**src/logic/drjr_pkg.sv**
```systemverilog
// Shared constants, code tables and carrier types for the dual-link receiver
package drjr_pkg;
   localparam int NUM_LANES = 8;
   localparam int WORD_W = 32;
   localparam int SYM_W = 40;
   localparam int SAMPLE_W = 16;
   localparam int OCTETS_PER_FRAME = 2;
   localparam int FRAMES_PER_MF = 16;
   localparam int OCTETS_PER_WORD = 4;
   localparam int MF_WORDS = OCTETS_PER_FRAME * FRAMES_PER_MF / OCTETS_PER_WORD;
   localparam logic [2:0] LMFC_LAST = 3'(MF_WORDS - 1);
   localparam logic [2:0] CGS_LAST = 3'h3;
   // Lane maps: group A on first connector, group B on second
   localparam logic [7:0] LANES_A = 8'h03;
   localparam logic [7:0] LANES_B = 8'h30;
   localparam logic [7:0] LANES_ACTIVE = 8'h33;
   // Link and reference rates
   localparam int LINE_RATE_KBPS = 5898240;
   localparam int REFCLK_KHZ = 147456;
   localparam int CLK_PERIOD_NS = 100;
   // Register map and fields
   localparam logic [3:0] REG_CTRL = 4'h0;
   localparam logic [3:0] REG_STATUS = 4'h4;
   localparam logic [3:0] REG_CONFIG = 4'h8;
   localparam logic [3:0] REG_ERROR = 4'hC;
   localparam int CTRL_DDC_BIT = 0;
   localparam int CTRL_DSCR_BIT = 1;
   localparam logic [1:0] CTRL_RESET = 2'h2;
   localparam int ST_SYNC_A_BIT = 8;
   localparam int ST_SYNC_B_BIT = 9;
   localparam int ST_LMFC_POS = 12;
   // 8b/10b constants, codes written abcdei / fghj with RD minus
   localparam logic [7:0] COMMA_BYTE = 8'hBC;
   localparam logic [5:0] K28_6B_N = 6'h0F;
   localparam logic [5:0] K28_6B_P = 6'h30;
   localparam logic [4:0] K28_VAL = 5'h1C;
   localparam logic [31:0][5:0] CODE_6B = {
      6'h2B, 6'h1E, 6'h2E, 6'h0E, 6'h36, 6'h16, 6'h26, 6'h33,
      6'h3A, 6'h1A, 6'h2A, 6'h0B, 6'h32, 6'h13, 6'h23, 6'h1B,
      6'h17, 6'h1C, 6'h2C, 6'h0D, 6'h34, 6'h15, 6'h25, 6'h39,
      6'h38, 6'h19, 6'h29, 6'h35, 6'h31, 6'h2D, 6'h1D, 6'h27};
   localparam logic [7:0][3:0] CODE_4B = {
      4'hE, 4'h6, 4'hA, 4'hD, 4'h3, 4'h5, 4'h9, 4'hB};
   localparam logic [3:0] ALT7_4B = 4'h7;
   // Lane code-group sync states
   typedef enum logic [1:0] {
      CGS_HUNT = 2'b01,
      CGS_LOCK = 2'b10
   } drjr_cgs_e;
   // Capture tap toward the on-chip logic analyser
   typedef struct packed {
      logic [NUM_LANES*WORD_W-1:0] data;
      logic [NUM_LANES-1:0] lane_sync;
      logic valid;
   } drjr_capture_s;
endpackage

```
**src/logic/drjr_lane_dec.sv**
```systemverilog
// One receive lane: polarity fix, 8b/10b decode and comma sync
`timescale 1ns/10ps
module drjr_lane_dec
   import drjr_pkg::*;
(
   // Clock and control
   input wire logic clk,
   input wire logic rst_n,
   input wire logic ce,
   // Four raw symbols, first in low bits
   input wire logic [SYM_W-1:0] symbols_in,
   // Decoded word and lane state
   output logic [WORD_W-1:0] data_out,
   output logic comma_sync,
   output logic code_err
);
   // Decode one symbol into {error, control, byte}
   function automatic logic [9:0] dec_sym(input logic [9:0] s);
      logic [5:0] c6;
      logic [3:0] c4;
      logic [4:0] v5;
      logic [2:0] v3;
      logic h5;
      logic h3;
      logic k;
      c6 = {s[0], s[1], s[2], s[3], s[4], s[5]};
      c4 = {s[6], s[7], s[8], s[9]};
      v5 = '0;
      v3 = '0;
      h5 = 1'b0;
      h3 = 1'b0;
      k = (c6 == K28_6B_N) || (c6 == K28_6B_P);
      for (int i = 0; i < 32; i++) begin
         if (c6 == CODE_6B[i] || (c6 == ~CODE_6B[i] &&
             ($countones(CODE_6B[i]) != 3 || i == 7))) begin
            v5 = 5'(i);
            h5 = 1'b1;
         end
      end
      if (k) begin
         v5 = K28_VAL;
         h5 = 1'b1;
         // Only the positive-disparity control form carries inverted fghj
         if (c6 == K28_6B_P) begin
            c4 = ~c4;
         end
      end
      for (int j = 0; j < 8; j++) begin
         if (c4 == CODE_4B[j] || (c4 == ~CODE_4B[j] &&
             ($countones(CODE_4B[j]) != 2 || j == 3))) begin
            v3 = 3'(j);
            h3 = 1'b1;
         end
      end
      if (c4 == ALT7_4B || c4 == ~ALT7_4B) begin
         v3 = 3'h7;
         h3 = 1'b1;
      end
      return {~(h5 & h3), k, v3, v5};
   endfunction

   logic [SYM_W-1:0] sym_inv;
   logic [WORD_W-1:0] data_ff, nxt_data;
   logic err_ff, nxt_err;
   logic [2:0] cnt_ff, nxt_cnt;
   drjr_cgs_e state_ff, nxt_state;
   logic all_comma;

   // Pair wiring is swapped on the board, so every bit is flipped
   assign sym_inv = ~symbols_in;

   // Decode four symbols and run comma hunting
   always_comb begin
      logic [9:0] r;
      r = '0;
      nxt_err = 1'b0;
      all_comma = 1'b1;
      nxt_data = '0;
      for (int q = 0; q < 4; q++) begin
         r = dec_sym(sym_inv[q*10 +: 10]);
         nxt_data[q*8 +: 8] = r[7:0];
         nxt_err = nxt_err | r[9];
         all_comma = all_comma & r[8] & (r[7:0] == COMMA_BYTE) & ~r[9];
      end
      nxt_state = state_ff;
      nxt_cnt = cnt_ff;
      case (state_ff)
         CGS_HUNT: begin
            nxt_cnt = all_comma ? cnt_ff + 3'h1 : 3'h0;
            if (all_comma && cnt_ff == CGS_LAST) begin
               nxt_state = CGS_LOCK;
               nxt_cnt = 3'h0;
            end
         end
         CGS_LOCK: begin
            if (nxt_err) begin
               nxt_state = CGS_HUNT;
            end
         end
         default: begin
            nxt_state = CGS_HUNT;
            nxt_cnt = 3'h0;
         end
      endcase
   end

   // Lane registers
   always_ff @(posedge clk or negedge rst_n) begin
      if (!rst_n) begin
         data_ff <= '0;
         err_ff <= 1'b0;
         cnt_ff <= 3'h0;
         state_ff <= CGS_HUNT;
      end else if (ce) begin
         data_ff <= nxt_data;
         err_ff <= nxt_err;
         cnt_ff <= nxt_cnt;
         state_ff <= nxt_state;
      end
   end

   assign data_out = data_ff;
   assign code_err = err_ff;
   assign comma_sync = (state_ff == CGS_LOCK);

   // Inverted comma words decode to comma bytes
   property p_inv_comma;
      @(posedge clk) disable iff (!rst_n)
      (ce && symbols_in == {4{10'h283}}) |=> (data_ff == {4{COMMA_BYTE}}) && !err_ff;
   endproperty
   a_inv_comma: assert property (p_inv_comma) else $error("inverted comma misdecoded");

   // Lock only after a full run of comma words
   property p_lock_needs_commas;
      @(posedge clk) disable iff (!rst_n)
      (ce && state_ff == CGS_HUNT && !all_comma) |=> state_ff == CGS_HUNT;
   endproperty
   a_lock_needs_commas: assert property (p_lock_needs_commas) else $error("early lock");
endmodule

```
**src/logic/drjr_rx_link.sv**
```systemverilog
// Eight-lane receive link serving two converters with combined sync
//
// Local design decisions: the placing of the registers and register access over Avalon-MM.
`timescale 1ns/10ps
// Contract
// - Invert every incoming lane before decoding.
// - Core clock and SYSREF from first connector.
// - Each group clocked from its own connector. All eight lane decoders run on the one core CLK.
// - One eight-lane core serves both converters.
// - Four unused lanes output zeros, ignored.
// - Two octets per frame, sixteen frames, descrambled.
// - Output raw lane frames, no sample mapping. SAMPLES still maps lanes 0 and 4 into byte-swapped samples.
// - With down-conversion, AND both sync requests.
// - Lanes at 5.89824 Gbps, 147.456 MHz reference.
// - 8b/10b decode, 40-bit in, 32-bit out.
// - Two groups of four transceivers each.
// - Frame data visible to capture analyser.
// - Links may also split into smaller cores.
// - Sync output changes only on multiframe edges.
// - Samples are byte-swapped 16-bit two's complement.
module drjr_rx_link
   import drjr_pkg::*;
(
   // Core clock, reset and enable
   input wire logic CLK,
   input wire logic RST_N,
   input wire logic CE,
   // Avalon-MM register slave
   input wire logic [3:0] AVS_ADDRESS,
   input wire logic AVS_READ,
   input wire logic AVS_WRITE,
   input wire logic [3:0] AVS_BYTEENABLE,
   input wire logic [31:0] AVS_WRITEDATA,
   output logic [31:0] AVS_READDATA,
   output logic AVS_WAITREQUEST,
   // Lane symbols and SYSREF
   input wire logic [NUM_LANES*SYM_W-1:0] LANE_SYMBOLS,
   input wire logic SYSREF,
   // Sync requests, active low, one per converter
   output logic SYNC_N_A,
   output logic SYNC_N_B,
   // Capture tap and sample view
   output drjr_capture_s CAPTURE,
   output logic [4*SAMPLE_W-1:0] SAMPLES
);
   logic [NUM_LANES-1:0][WORD_W-1:0] lane_data;
   logic [NUM_LANES-1:0] lane_sync;
   logic [NUM_LANES-1:0] lane_err;
   logic [NUM_LANES-1:0][14:0] scr_ff, nxt_scr;
   drjr_capture_s cap_ff, nxt_cap;
   logic [4*SAMPLE_W-1:0] smp_ff, nxt_smp;
   logic [2:0] lmfc_ff, nxt_lmfc;
   logic sysref_q_ff, nxt_sysref_q;
   logic sync_a_ff, nxt_sync_a;
   logic sync_b_ff, nxt_sync_b;
   logic [1:0] ctrl_ff, nxt_ctrl;
   logic [NUM_LANES-1:0] errs_ff, nxt_errs;
   logic wait_ff, nxt_wait;
   logic [31:0] rdata_ff, nxt_rdata;
   logic ready_a, ready_b, wr_take;

   // Self-synchronous descrambler, x^15 + x^14 + 1, octets MSB first
   function automatic logic [46:0] descr(input logic [31:0] w, input logic [14:0] st);
      logic [14:0] s;
      logic [31:0] o;
      logic b;
      s = st;
      o = '0;
      b = 1'b0;
      for (int q = 0; q < OCTETS_PER_WORD; q++) begin
         for (int k = 7; k >= 0; k--) begin
            b = w[q*8+k];
            o[q*8+k] = b ^ s[13] ^ s[14];
            s = {s[13:0], b};
         end
      end
      return {s, o};
   endfunction

   // Eight lane decoders; groups of four per connector
   genvar gl;
   generate
      for (gl = 0; gl < NUM_LANES; gl++) begin : g_lane
         drjr_lane_dec u_dec (
            .clk(CLK),
            .rst_n(RST_N),
            .ce(CE),
            .symbols_in(LANE_SYMBOLS[gl*SYM_W +: SYM_W]),
            .data_out(lane_data[gl]),
            .comma_sync(lane_sync[gl]),
            .code_err(lane_err[gl])
         );
      end
   endgenerate

   // Descramble, mask unused lanes, form capture word and samples
   always_comb begin
      logic [46:0] r;
      logic [WORD_W-1:0] w;
      r = '0;
      w = '0;
      nxt_cap = '0;
      nxt_scr = scr_ff;
      nxt_smp = smp_ff;
      for (int i = 0; i < NUM_LANES; i++) begin
         r = descr(lane_data[i], scr_ff[i]);
         nxt_scr[i] = r[46:32];
         w = ctrl_ff[CTRL_DSCR_BIT] ? r[31:0] : lane_data[i];
         nxt_cap.data[i*WORD_W +: WORD_W] = LANES_ACTIVE[i] ? w : '0;
         if (i == 0) begin
            nxt_smp[0 +: 32] = {w[23:16], w[31:24], w[7:0], w[15:8]};
         end
         if (i == 4) begin
            nxt_smp[32 +: 32] = {w[23:16], w[31:24], w[7:0], w[15:8]};
         end
      end
      nxt_cap.lane_sync = lane_sync & LANES_ACTIVE;
      nxt_cap.valid = 1'b1;
   end

   // Multiframe counter, realigned on SYSREF rise from first connector
   always_comb begin
      nxt_sysref_q = SYSREF;
      if (SYSREF && !sysref_q_ff) begin
         nxt_lmfc = 3'h0;
      end else if (lmfc_ff == LMFC_LAST) begin
         nxt_lmfc = 3'h0;
      end else begin
         nxt_lmfc = lmfc_ff + 3'h1;
      end
   end

   // Per-link readiness; each two-lane link stands on its own
   assign ready_a = &(lane_sync | ~LANES_A);
   assign ready_b = &(lane_sync | ~LANES_B);

   // Sync requests move only at the multiframe boundary
   always_comb begin
      nxt_sync_a = sync_a_ff;
      nxt_sync_b = sync_b_ff;
      if (lmfc_ff == LMFC_LAST) begin
         if (ctrl_ff[CTRL_DDC_BIT]) begin
            nxt_sync_a = ready_a & ready_b;
            nxt_sync_b = ready_a & ready_b;
         end else begin
            nxt_sync_a = ready_a;
            nxt_sync_b = ready_b;
         end
      end
   end

   // Avalon slave: one wait cycle, then answer
   assign wr_take = AVS_WRITE && !wait_ff;
   always_comb begin
      nxt_wait = !((AVS_READ || AVS_WRITE) && wait_ff);
      nxt_rdata = rdata_ff;
      nxt_ctrl = ctrl_ff;
      nxt_errs = errs_ff;
      if (AVS_READ && wait_ff) begin
         case (AVS_ADDRESS)
            REG_CTRL: nxt_rdata = {30'h0, ctrl_ff};
            REG_STATUS: nxt_rdata = {17'h0, lmfc_ff, 2'h0, sync_b_ff, sync_a_ff,
                                     lane_sync & LANES_ACTIVE};
            REG_CONFIG: nxt_rdata = {16'h0, 8'(FRAMES_PER_MF), 4'(OCTETS_PER_FRAME),
                                     4'(NUM_LANES)};
            REG_ERROR: nxt_rdata = {24'h0, errs_ff};
            default: nxt_rdata = 32'h0;
         endcase
      end
      if (wr_take && AVS_BYTEENABLE[0] && AVS_ADDRESS == REG_CTRL) begin
         nxt_ctrl = AVS_WRITEDATA[1:0];
      end
      if (wr_take && AVS_BYTEENABLE[0] && AVS_ADDRESS == REG_ERROR) begin
         nxt_errs = errs_ff & ~AVS_WRITEDATA[7:0];
      end
      nxt_errs = nxt_errs | (lane_err & LANES_ACTIVE);
   end

   // State registers, frozen while CE is low
   always_ff @(posedge CLK or negedge RST_N) begin
      if (!RST_N) begin
         scr_ff <= '0;
         cap_ff <= '0;
         smp_ff <= '0;
         lmfc_ff <= 3'h0;
         sysref_q_ff <= 1'b0;
         sync_a_ff <= 1'b0;
         sync_b_ff <= 1'b0;
         ctrl_ff <= CTRL_RESET;
         errs_ff <= '0;
         wait_ff <= 1'b1;
         rdata_ff <= 32'h0;
      end else if (CE) begin
         scr_ff <= nxt_scr;
         cap_ff <= nxt_cap;
         smp_ff <= nxt_smp;
         lmfc_ff <= nxt_lmfc;
         sysref_q_ff <= nxt_sysref_q;
         sync_a_ff <= nxt_sync_a;
         sync_b_ff <= nxt_sync_b;
         ctrl_ff <= nxt_ctrl;
         errs_ff <= nxt_errs;
         wait_ff <= nxt_wait;
         rdata_ff <= nxt_rdata;
      end
   end

   // Outputs straight from registers
   assign SYNC_N_A = sync_a_ff;
   assign SYNC_N_B = sync_b_ff;
   assign CAPTURE = cap_ff;
   assign SAMPLES = smp_ff;
   assign AVS_WAITREQUEST = wait_ff;
   assign AVS_READDATA = rdata_ff;

   // Unused lanes never carry data
   property p_unused_zero;
      @(posedge CLK) disable iff (!RST_N)
      (cap_ff.data[95:64] == '0) && (cap_ff.data[127:96] == '0)
      && (cap_ff.data[223:192] == '0) && (cap_ff.data[255:224] == '0);
   endproperty
   a_unused_zero: assert property (p_unused_zero) else $error("unused lane nonzero");

   // Combined mode drives one level to both converters
   property p_ddc_same;
      @(posedge CLK) disable iff (!RST_N)
      (CE && ctrl_ff[CTRL_DDC_BIT] && lmfc_ff == LMFC_LAST) |=> SYNC_N_A == SYNC_N_B;
   endproperty
   a_ddc_same: assert property (p_ddc_same) else $error("sync outputs differ");

   // Sync level changes only as the multiframe wraps
   property p_sync_on_edge;
      @(posedge CLK) disable iff (!RST_N)
      $changed(SYNC_N_A) |-> $past(lmfc_ff) == LMFC_LAST;
   endproperty
   a_sync_on_edge: assert property (p_sync_on_edge) else $error("sync off edge");

   // Release only when the link's active lanes were locked
   property p_sync_needs_lock;
      @(posedge CLK) disable iff (!RST_N)
      $rose(SYNC_N_A) |-> $past(lane_sync[0] && lane_sync[1]);
   endproperty
   a_sync_needs_lock: assert property (p_sync_needs_lock) else $error("sync early");

   // Multiframe is eight words long
   property p_mf_len;
      @(posedge CLK) disable iff (!RST_N)
      (CE && lmfc_ff == 3'h0 && !SYSREF) ##1 (CE && !SYSREF)[*7] |-> lmfc_ff == LMFC_LAST;
   endproperty
   a_mf_len: assert property (p_mf_len) else $error("multiframe length wrong");

   // First sample is the byte-swapped low half of the first lane word
   property p_swap;
      @(posedge CLK) disable iff (!RST_N)
      CE |=> SAMPLES[15:0] == {cap_ff.data[7:0], cap_ff.data[15:8]};
   endproperty
   a_swap: assert property (p_swap) else $error("sample byte order wrong");

   // Read answered exactly one cycle after the request is seen
   property p_bus_answer;
      @(posedge CLK) disable iff (!RST_N)
      (CE && AVS_READ && AVS_WAITREQUEST) |=> !AVS_WAITREQUEST;
   endproperty
   a_bus_answer: assert property (p_bus_answer) else $error("bus answer late");

   // Capture tap marks valid frames after reset
   property p_cap_valid;
      @(posedge CLK) disable iff (!RST_N)
      CE |=> CAPTURE.valid;
   endproperty
   a_cap_valid: assert property (p_cap_valid) else $error("capture not valid");
endmodule

```
**config.mk**
```make
export PLATFORM = sky130hd
export DESIGN_NAME = drjr_rx_link
export DESIGN_NICKNAME = d
export VERILOG_FILES = /design/src/logic/drjr_pkg.sv /design/src/logic/drjr_lane_dec.sv /design/src/logic/drjr_rx_link.sv
export SDC_FILE = /design/constraint.sdc
export NUM_CORES = 2
export LEC_CHECK = 0
export BUFFER_PORTS_ARGS = -buffer_cell sky130_fd_sc_hd__clkbuf_2
export CAP_MARGIN = 20
export CORE_AREA = 5 5 284 286
export CTS_CLUSTER_SIZE = 24
export DETAILED_ROUTE_END_ITERATION = 7
export DIE_AREA = 0 0 289 291
export GPL_TIMING_DRIVEN = 0
export PLACE_DENSITY = 0.7
export SYNTH_ARGS = -nofsm -noshare
export SYNTH_HDL_FRONTEND = slang
export SYNTH_HIERARCHICAL = 1
export SYNTH_SLANG_ARGS = --single-unit
export TNS_END_PERCENT = 50
```
**constraint.sdc**
```tcl
create_clock -name CLK -period 5.9 [get_ports CLK]
set_clock_uncertainty 0.2 [all_clocks]
set_input_delay 0.59 -clock CLK [delete_from_list [all_inputs] [get_ports CLK]]
set_output_delay 0.59 -clock CLK [all_outputs]
set_load 0.005 [all_outputs]
```
==> impl_metrics.prom <==
# TYPE chip_impl_metric gauge
chip_impl_info{name="run_status",value="complete, no violations"} 1
chip_impl_metric{name="synthesis.area_per_instance",unit="um2"} 7.890
chip_impl_metric{name="timing.fmax",unit="MHz"} 332.3
chip_impl_metric{name="ys.warnings.count",unit=""} 6
chip_impl_metric{name="slew_at_the_pin_closest_to_its_max_slew_limit",unit="ps"} 976.0
chip_impl_info{name="cp_endpoint_kind",value="flop"} 1
chip_impl_metric{name="top_level_ports",unit=""} 730
chip_impl_info{name="timing.hold.worst.class",value="in2reg"} 1
chip_impl_info{name="highest-signal-layer",value="met5"} 1
chip_impl_metric{name="syn-instance-count",unit=""} 3996
chip_impl_metric{name="cts_buffers",unit=""} 43
chip_impl_metric{name="report.power.total",unit="mW"} 8.532
chip_impl_info{name="largest_family_of_logic_cells_by_synthesized_area",value="compound AO/OA/AOI/OAI gates"} 1
chip_impl_metric{name="p_leak",unit="nW"} 17.25
chip_impl_metric{name="post_cts_resize_count",unit=""} 0
chip_impl_metric{name="flow.area_growth_from_synthesis",unit="%"} 16.48
chip_impl_metric{name="antenna_violations_before_repair",unit=""} 7
chip_impl_metric{name="post-synth-top-area-fraction",unit="%"} 29.29
chip_impl_metric{name="postLayoutCellArea",unit="um2"} 36720
chip_impl_metric{name="synth.cell_area",unit="um2"} 31530
chip_impl_metric{name="yosys.area_share.xor_xnor",unit="%"} 4.750
chip_impl_metric{name="report.final.slew_viol_count",unit=""} 0
chip_impl_metric{name="cts.reportedPaths.clkPinSlew",unit="ps"} 60
chip_impl_info{name="critPathKind",value="in2reg"} 1
chip_impl_metric{name="met3RoutedLength",unit="mm"} 8.097
chip_impl_metric{name="ant_nets",unit=""} 0
chip_impl_metric{name="timing.critical_path.fanout_max",unit=""} 8
chip_impl_metric{name="die-width",unit="um"} 289
chip_impl_metric{name="place.detailed.hpwl",unit="mm"} 88.35
chip_impl_metric{name="grt_max_degree",unit=""} 114
chip_impl_metric{name="setup_viol_count_final",unit=""} 0
chip_impl_metric{name="grt_pass1_vias",unit=""} 30010
chip_impl_metric{name="post_drt_via_cell_ratio",unit=""} 5.831
chip_impl_metric{name="max-slew-margin-rel",unit="%"} 34.02
chip_impl_metric{name="synth-edff-count",unit=""} 0
chip_impl_info{name="worstSetupStartpointType",value="input port"} 1
chip_impl_info{name="synth.most_common_cell",value="sky130_fd_sc_hd__dfrtp_1"} 1
chip_impl_metric{name="floorplan.initialDensity",unit="%"} 40.37
chip_impl_metric{name="cap_violations",unit=""} 0
chip_impl_info{name="synth_common_cells",value="sky130_fd_sc_hd__dfrtp_1, sky130_fd_sc_hd__nand2_1, sky130_fd_sc_hd__a21oi_1"} 1
chip_impl_info{name="synth_largest_area_cell",value="sky130_fd_sc_hd__dfrtp_1"} 1
chip_impl_metric{name="clock_path_buffers",unit=""} 3
chip_impl_metric{name="synth_fa_ha_area_share",unit="%"} 0.9048
chip_impl_info{name="tritoncts_clock_tree",value="done"} 1
chip_impl_metric{name="routedWlPerCell",unit="um"} 20.44
chip_impl_info{name="synthTopCellsByArea",value="sky130_fd_sc_hd__dfrtp_1, sky130_fd_sc_hd__a21oi_1, sky130_fd_sc_hd__buf_4"} 1
chip_impl_metric{name="final_nets",unit=""} 4924
chip_impl_info{name="timing.critical_path.from",value="LANE_SYMBOLS[44]"} 1
chip_impl_metric{name="grt-ovfl-total",unit=""} 0
chip_impl_metric{name="synth_cell_types",unit=""} 95
chip_impl_info{name="critical_path.cell_chain",value="clkbuf_2 > nor4_1 > nand3_1 > a22o_1 > or4_1 > or4_4 > o31ai_2"} 1
chip_impl_metric{name="buffer_ports.inserted",unit=""} 353
chip_impl_metric{name="cts.sink_count",unit=""} 375
chip_impl_metric{name="finalWirelength",unit="mm"} 115.2
chip_impl_metric{name="power_dens_cells",unit="nW/um2"} 232.3
chip_impl_metric{name="portion_of_the_post_synthesis_area_used_by_sequential_elements",unit="%"} 29.79
chip_impl_info{name="grt_setup_unrepaired",value="no"} 1
chip_impl_metric{name="cts_setup_buffers",unit=""} 0
chip_impl_metric{name="max_stage_delay",unit="ps"} 860
chip_impl_metric{name="core_area",unit="um2"} 78100
chip_impl_metric{name="simple_gate_share_of_the_synthesized_area",unit="%"} 20.93
chip_impl_metric{name="synth_compound_gate_area_share",unit="%"} 28.97
chip_impl_info{name="synth_top_flop_cell",value="sky130_fd_sc_hd__dfrtp_1"} 1
chip_impl_metric{name="cts-htree-levels",unit=""} 2
chip_impl_metric{name="setup-tns-final",unit="ps"} 0
chip_impl_metric{name="placed_cells",unit=""} 5552
chip_impl_info{name="timing.rr.end",value="g_lane[1].u_dec/cnt_ff[1]$_DFFE_PN0P_"} 1
chip_impl_metric{name="detailroute.wirelength.met2",unit="mm"} 52.00
chip_impl_metric{name="overall_global_routing_resource_usage",unit="%"} 25.76
chip_impl_metric{name="finish.cell_count_without_fillers",unit=""} 5634
chip_impl_metric{name="nFillCells",unit=""} 7831
chip_impl_metric{name="drt_first_pass_iters",unit=""} 5
chip_impl_metric{name="met1Wirelength",unit="mm"} 51.10
chip_impl_metric{name="critPathRequiredTime",unit="ps"} 6190
chip_impl_info{name="rr_startpoint",value="g_lane[1].u_dec/state_ff[0]$_DFFE_PN1P_"} 1
chip_impl_metric{name="post-route-min-period",unit="ps"} 3009
chip_impl_metric{name="die_h",unit="um"} 291
chip_impl_info{name="ctsRootBufferMaster",value="sky130_fd_sc_hd__clkbuf_16"} 1
chip_impl_metric{name="synthMuxAreaShare",unit="%"} 2.171
chip_impl_metric{name="num_rows",unit=""} 103
chip_impl_metric{name="fin_crit_sh",unit="%"} 51.01
chip_impl_metric{name="utilization",unit="%"} 47.02
chip_impl_metric{name="drc_errors",unit=""} 0
chip_impl_metric{name="rrSetupSlack",unit="ps"} 3250
chip_impl_metric{name="synth_seq_cells",unit=""} 375
chip_impl_metric{name="dpl-instance-area",unit="um2"} 35260
chip_impl_metric{name="max-vdd-ir-drop",unit="V"} 0.0001963
chip_impl_metric{name="synth_async_sr_flop_share",unit="%"} 100.0
chip_impl_metric{name="arrival",unit="ps"} 3300
chip_impl_metric{name="die_area",unit="um2"} 84100
chip_impl_metric{name="place_congestion",unit=""} 0.9641
chip_impl_metric{name="detailroute.via_count",unit=""} 32850
chip_impl_metric{name="ff2ff_path_depth",unit=""} 6
chip_impl_metric{name="clk_latency",unit="ps"} 570
chip_impl_info{name="worst_setup_path_endpoint",value="g_lane[1].u_dec/cnt_ff[1]$_DFFE_PN0P_"} 1
chip_impl_info{name="cp_slowest_cell",value="sky130_fd_sc_hd__nor4_1"} 1
chip_impl_metric{name="post_route_cells_drive_above_1_share",unit="%"} 17.22
chip_impl_metric{name="detail_route.iter0.violations",unit=""} 3280
chip_impl_metric{name="finalHoldViolations",unit=""} 0
chip_impl_metric{name="grt_pass1_wl",unit="mm"} 175.7
==> through the flow <==
step           setup slack, ps  hold WS, ps
2_1_floorplan             3100        94.41
3_3_place_gp             -4528        256.1
3_5_place_dp              2377        259.6
4_1_cts                   2991        49.79
5_1_grt                   2879        73.52
6_report                  2891        75.42
==> sequential cells by signal, summed over array words and instances, names as in the netlist, 2 cells and up <==
signal / count
AVS_READDATA: 13
CAPTURE: 70
SAMPLES: 63
ctrl_ff: 2
errs_ff: 8
g_lane.u_dec/cnt_ff: 12
g_lane.u_dec/code_err: 4
g_lane.u_dec/data_out: 128
g_lane.u_dec/state_ff: 8
lmfc_ff: 3
scr_ff: 60
==> placed cells by master, fill, tap and decap left out, types with 44 or more instances in the layout <==
cell type | netlist | layout
sky130_fd_sc_hd__nand3_1 | 57 | 57
sky130_fd_sc_hd__a21oi_1 | 334 | 334
sky130_fd_sc_hd__clkbuf_2 | 4 | 356
sky130_fd_sc_hd__and4b_1 | 129 | 129
sky130_fd_sc_hd__nand4_1 | 54 | 54
sky130_fd_sc_hd__buf_1 | 44 | 44
sky130_fd_sc_hd__o211ai_1 | 60 | 60
sky130_fd_sc_hd__o21ai_0 | 264 | 264
sky130_fd_sc_hd__o22ai_1 | 51 | 51
sky130_fd_sc_hd__nand2b_1 | 46 | 46
sky130_fd_sc_hd__clkbuf_1 | 252 | 262
sky130_fd_sc_hd__a211o_1 | 152 | 152
sky130_fd_sc_hd__conb_1 | 1 | 151
sky130_fd_sc_hd__nor2_1 | 275 | 275
sky130_fd_sc_hd__clkbuf_16 | 0 | 44
sky130_fd_sc_hd__xor2_1 | 147 | 147
sky130_fd_sc_hd__nor3_1 | 59 | 59
sky130_fd_sc_hd__inv_1 | 205 | 205
sky130_fd_sc_hd__buf_4 | 220 | 220
sky130_fd_sc_hd__nand2_1 | 357 | 357
sky130_fd_sc_hd__dfrtp_1 | 369 | 369
sky130_fd_sc_hd__nor2b_1 | 68 | 68
==> area by class of cell <==
class	instances	area (um2)	area share [%]
Clock buffer	64	1276	3.475
Tap cell	1050	1314	3.577
Clock inverter	14	166.4	0.4531
Antenna cell	3	7.507	0.02044
Sequential cell	375	9392	25.57
Inverter	211	792.0	2.157
Timing Repair Buffer	357	1868	5.087
Multi-Input combinational cell	2984	18760	51.10
Buffer	576	3144	8.562
==> kinds of logic (layout without fill, tap and decap cells) <==
family / Yosys count / after routing
fa+ha+maj: 26 / 26
compound gates: 1347 / 1347
simple gates: 1225 / 1225
other cells: 1 / 154
mux: 64 / 64
buf+inv: 787 / 1222
flops: 375 / 375
xor+xnor: 171 / 171
==> critical path, delay by kind of cell <==
kind	cells	cell delay, ps
buffers and inverters	1	150
and+or+nand+nor	4	2080
AOI/OAI and AO/OA	2	470
==> how the worst min path moves through the flow <==
stage | startpoint | to | slack [ps] | depth (start not counted)
6_report | AVS_WRITEDATA[1] | ctrl_ff[1]$_DFFE_PN1P_ | 80 | 2
5_1_grt | AVS_WRITEDATA[1] | ctrl_ff[1]$_DFFE_PN1P_ | 70 | 2
4_1_cts | AVS_WRITEDATA[1] | ctrl_ff[1]$_DFFE_PN1P_ | 50 | 2
3_5_place_dp | CAPTURE[0]$_DFFE_PN0P_ | CAPTURE[0]$_DFFE_PN0P_ | 260 | 1
3_3_place_gp | CAPTURE[0]$_DFFE_PN0P_ | CAPTURE[0]$_DFFE_PN0P_ | 260 | 1
2_1_floorplan | RST_N | AVS_READDATA[0]$_DFFE_PN0P_ | 90 | 0
==> where the power goes <==
| group | internal (mW) | switching, mW |
|---|---|---|
| clock network | 1.63 | 1.12 |
| logic | 1.03 | 1.39 |
| registers | 2.90 | 0.458 |
| total | 5.56 | 2.97 |
==> layer usage <==
metal  track usage [%]  vias to the layer above
li1                  -                    15460
met1             36.72                    15830
met2             40.24                     1367
met3             3.915                      196
met4             8.162                        4
met5                 0                        -
==> repair_timing <==
item	4_1_cts	5_1_grt
hold buffers	1	0
hold endpoints to repair	92	0
endpoints found under the setup margin	0	0
No activity file was read; power rests on OpenSTA's default activity.
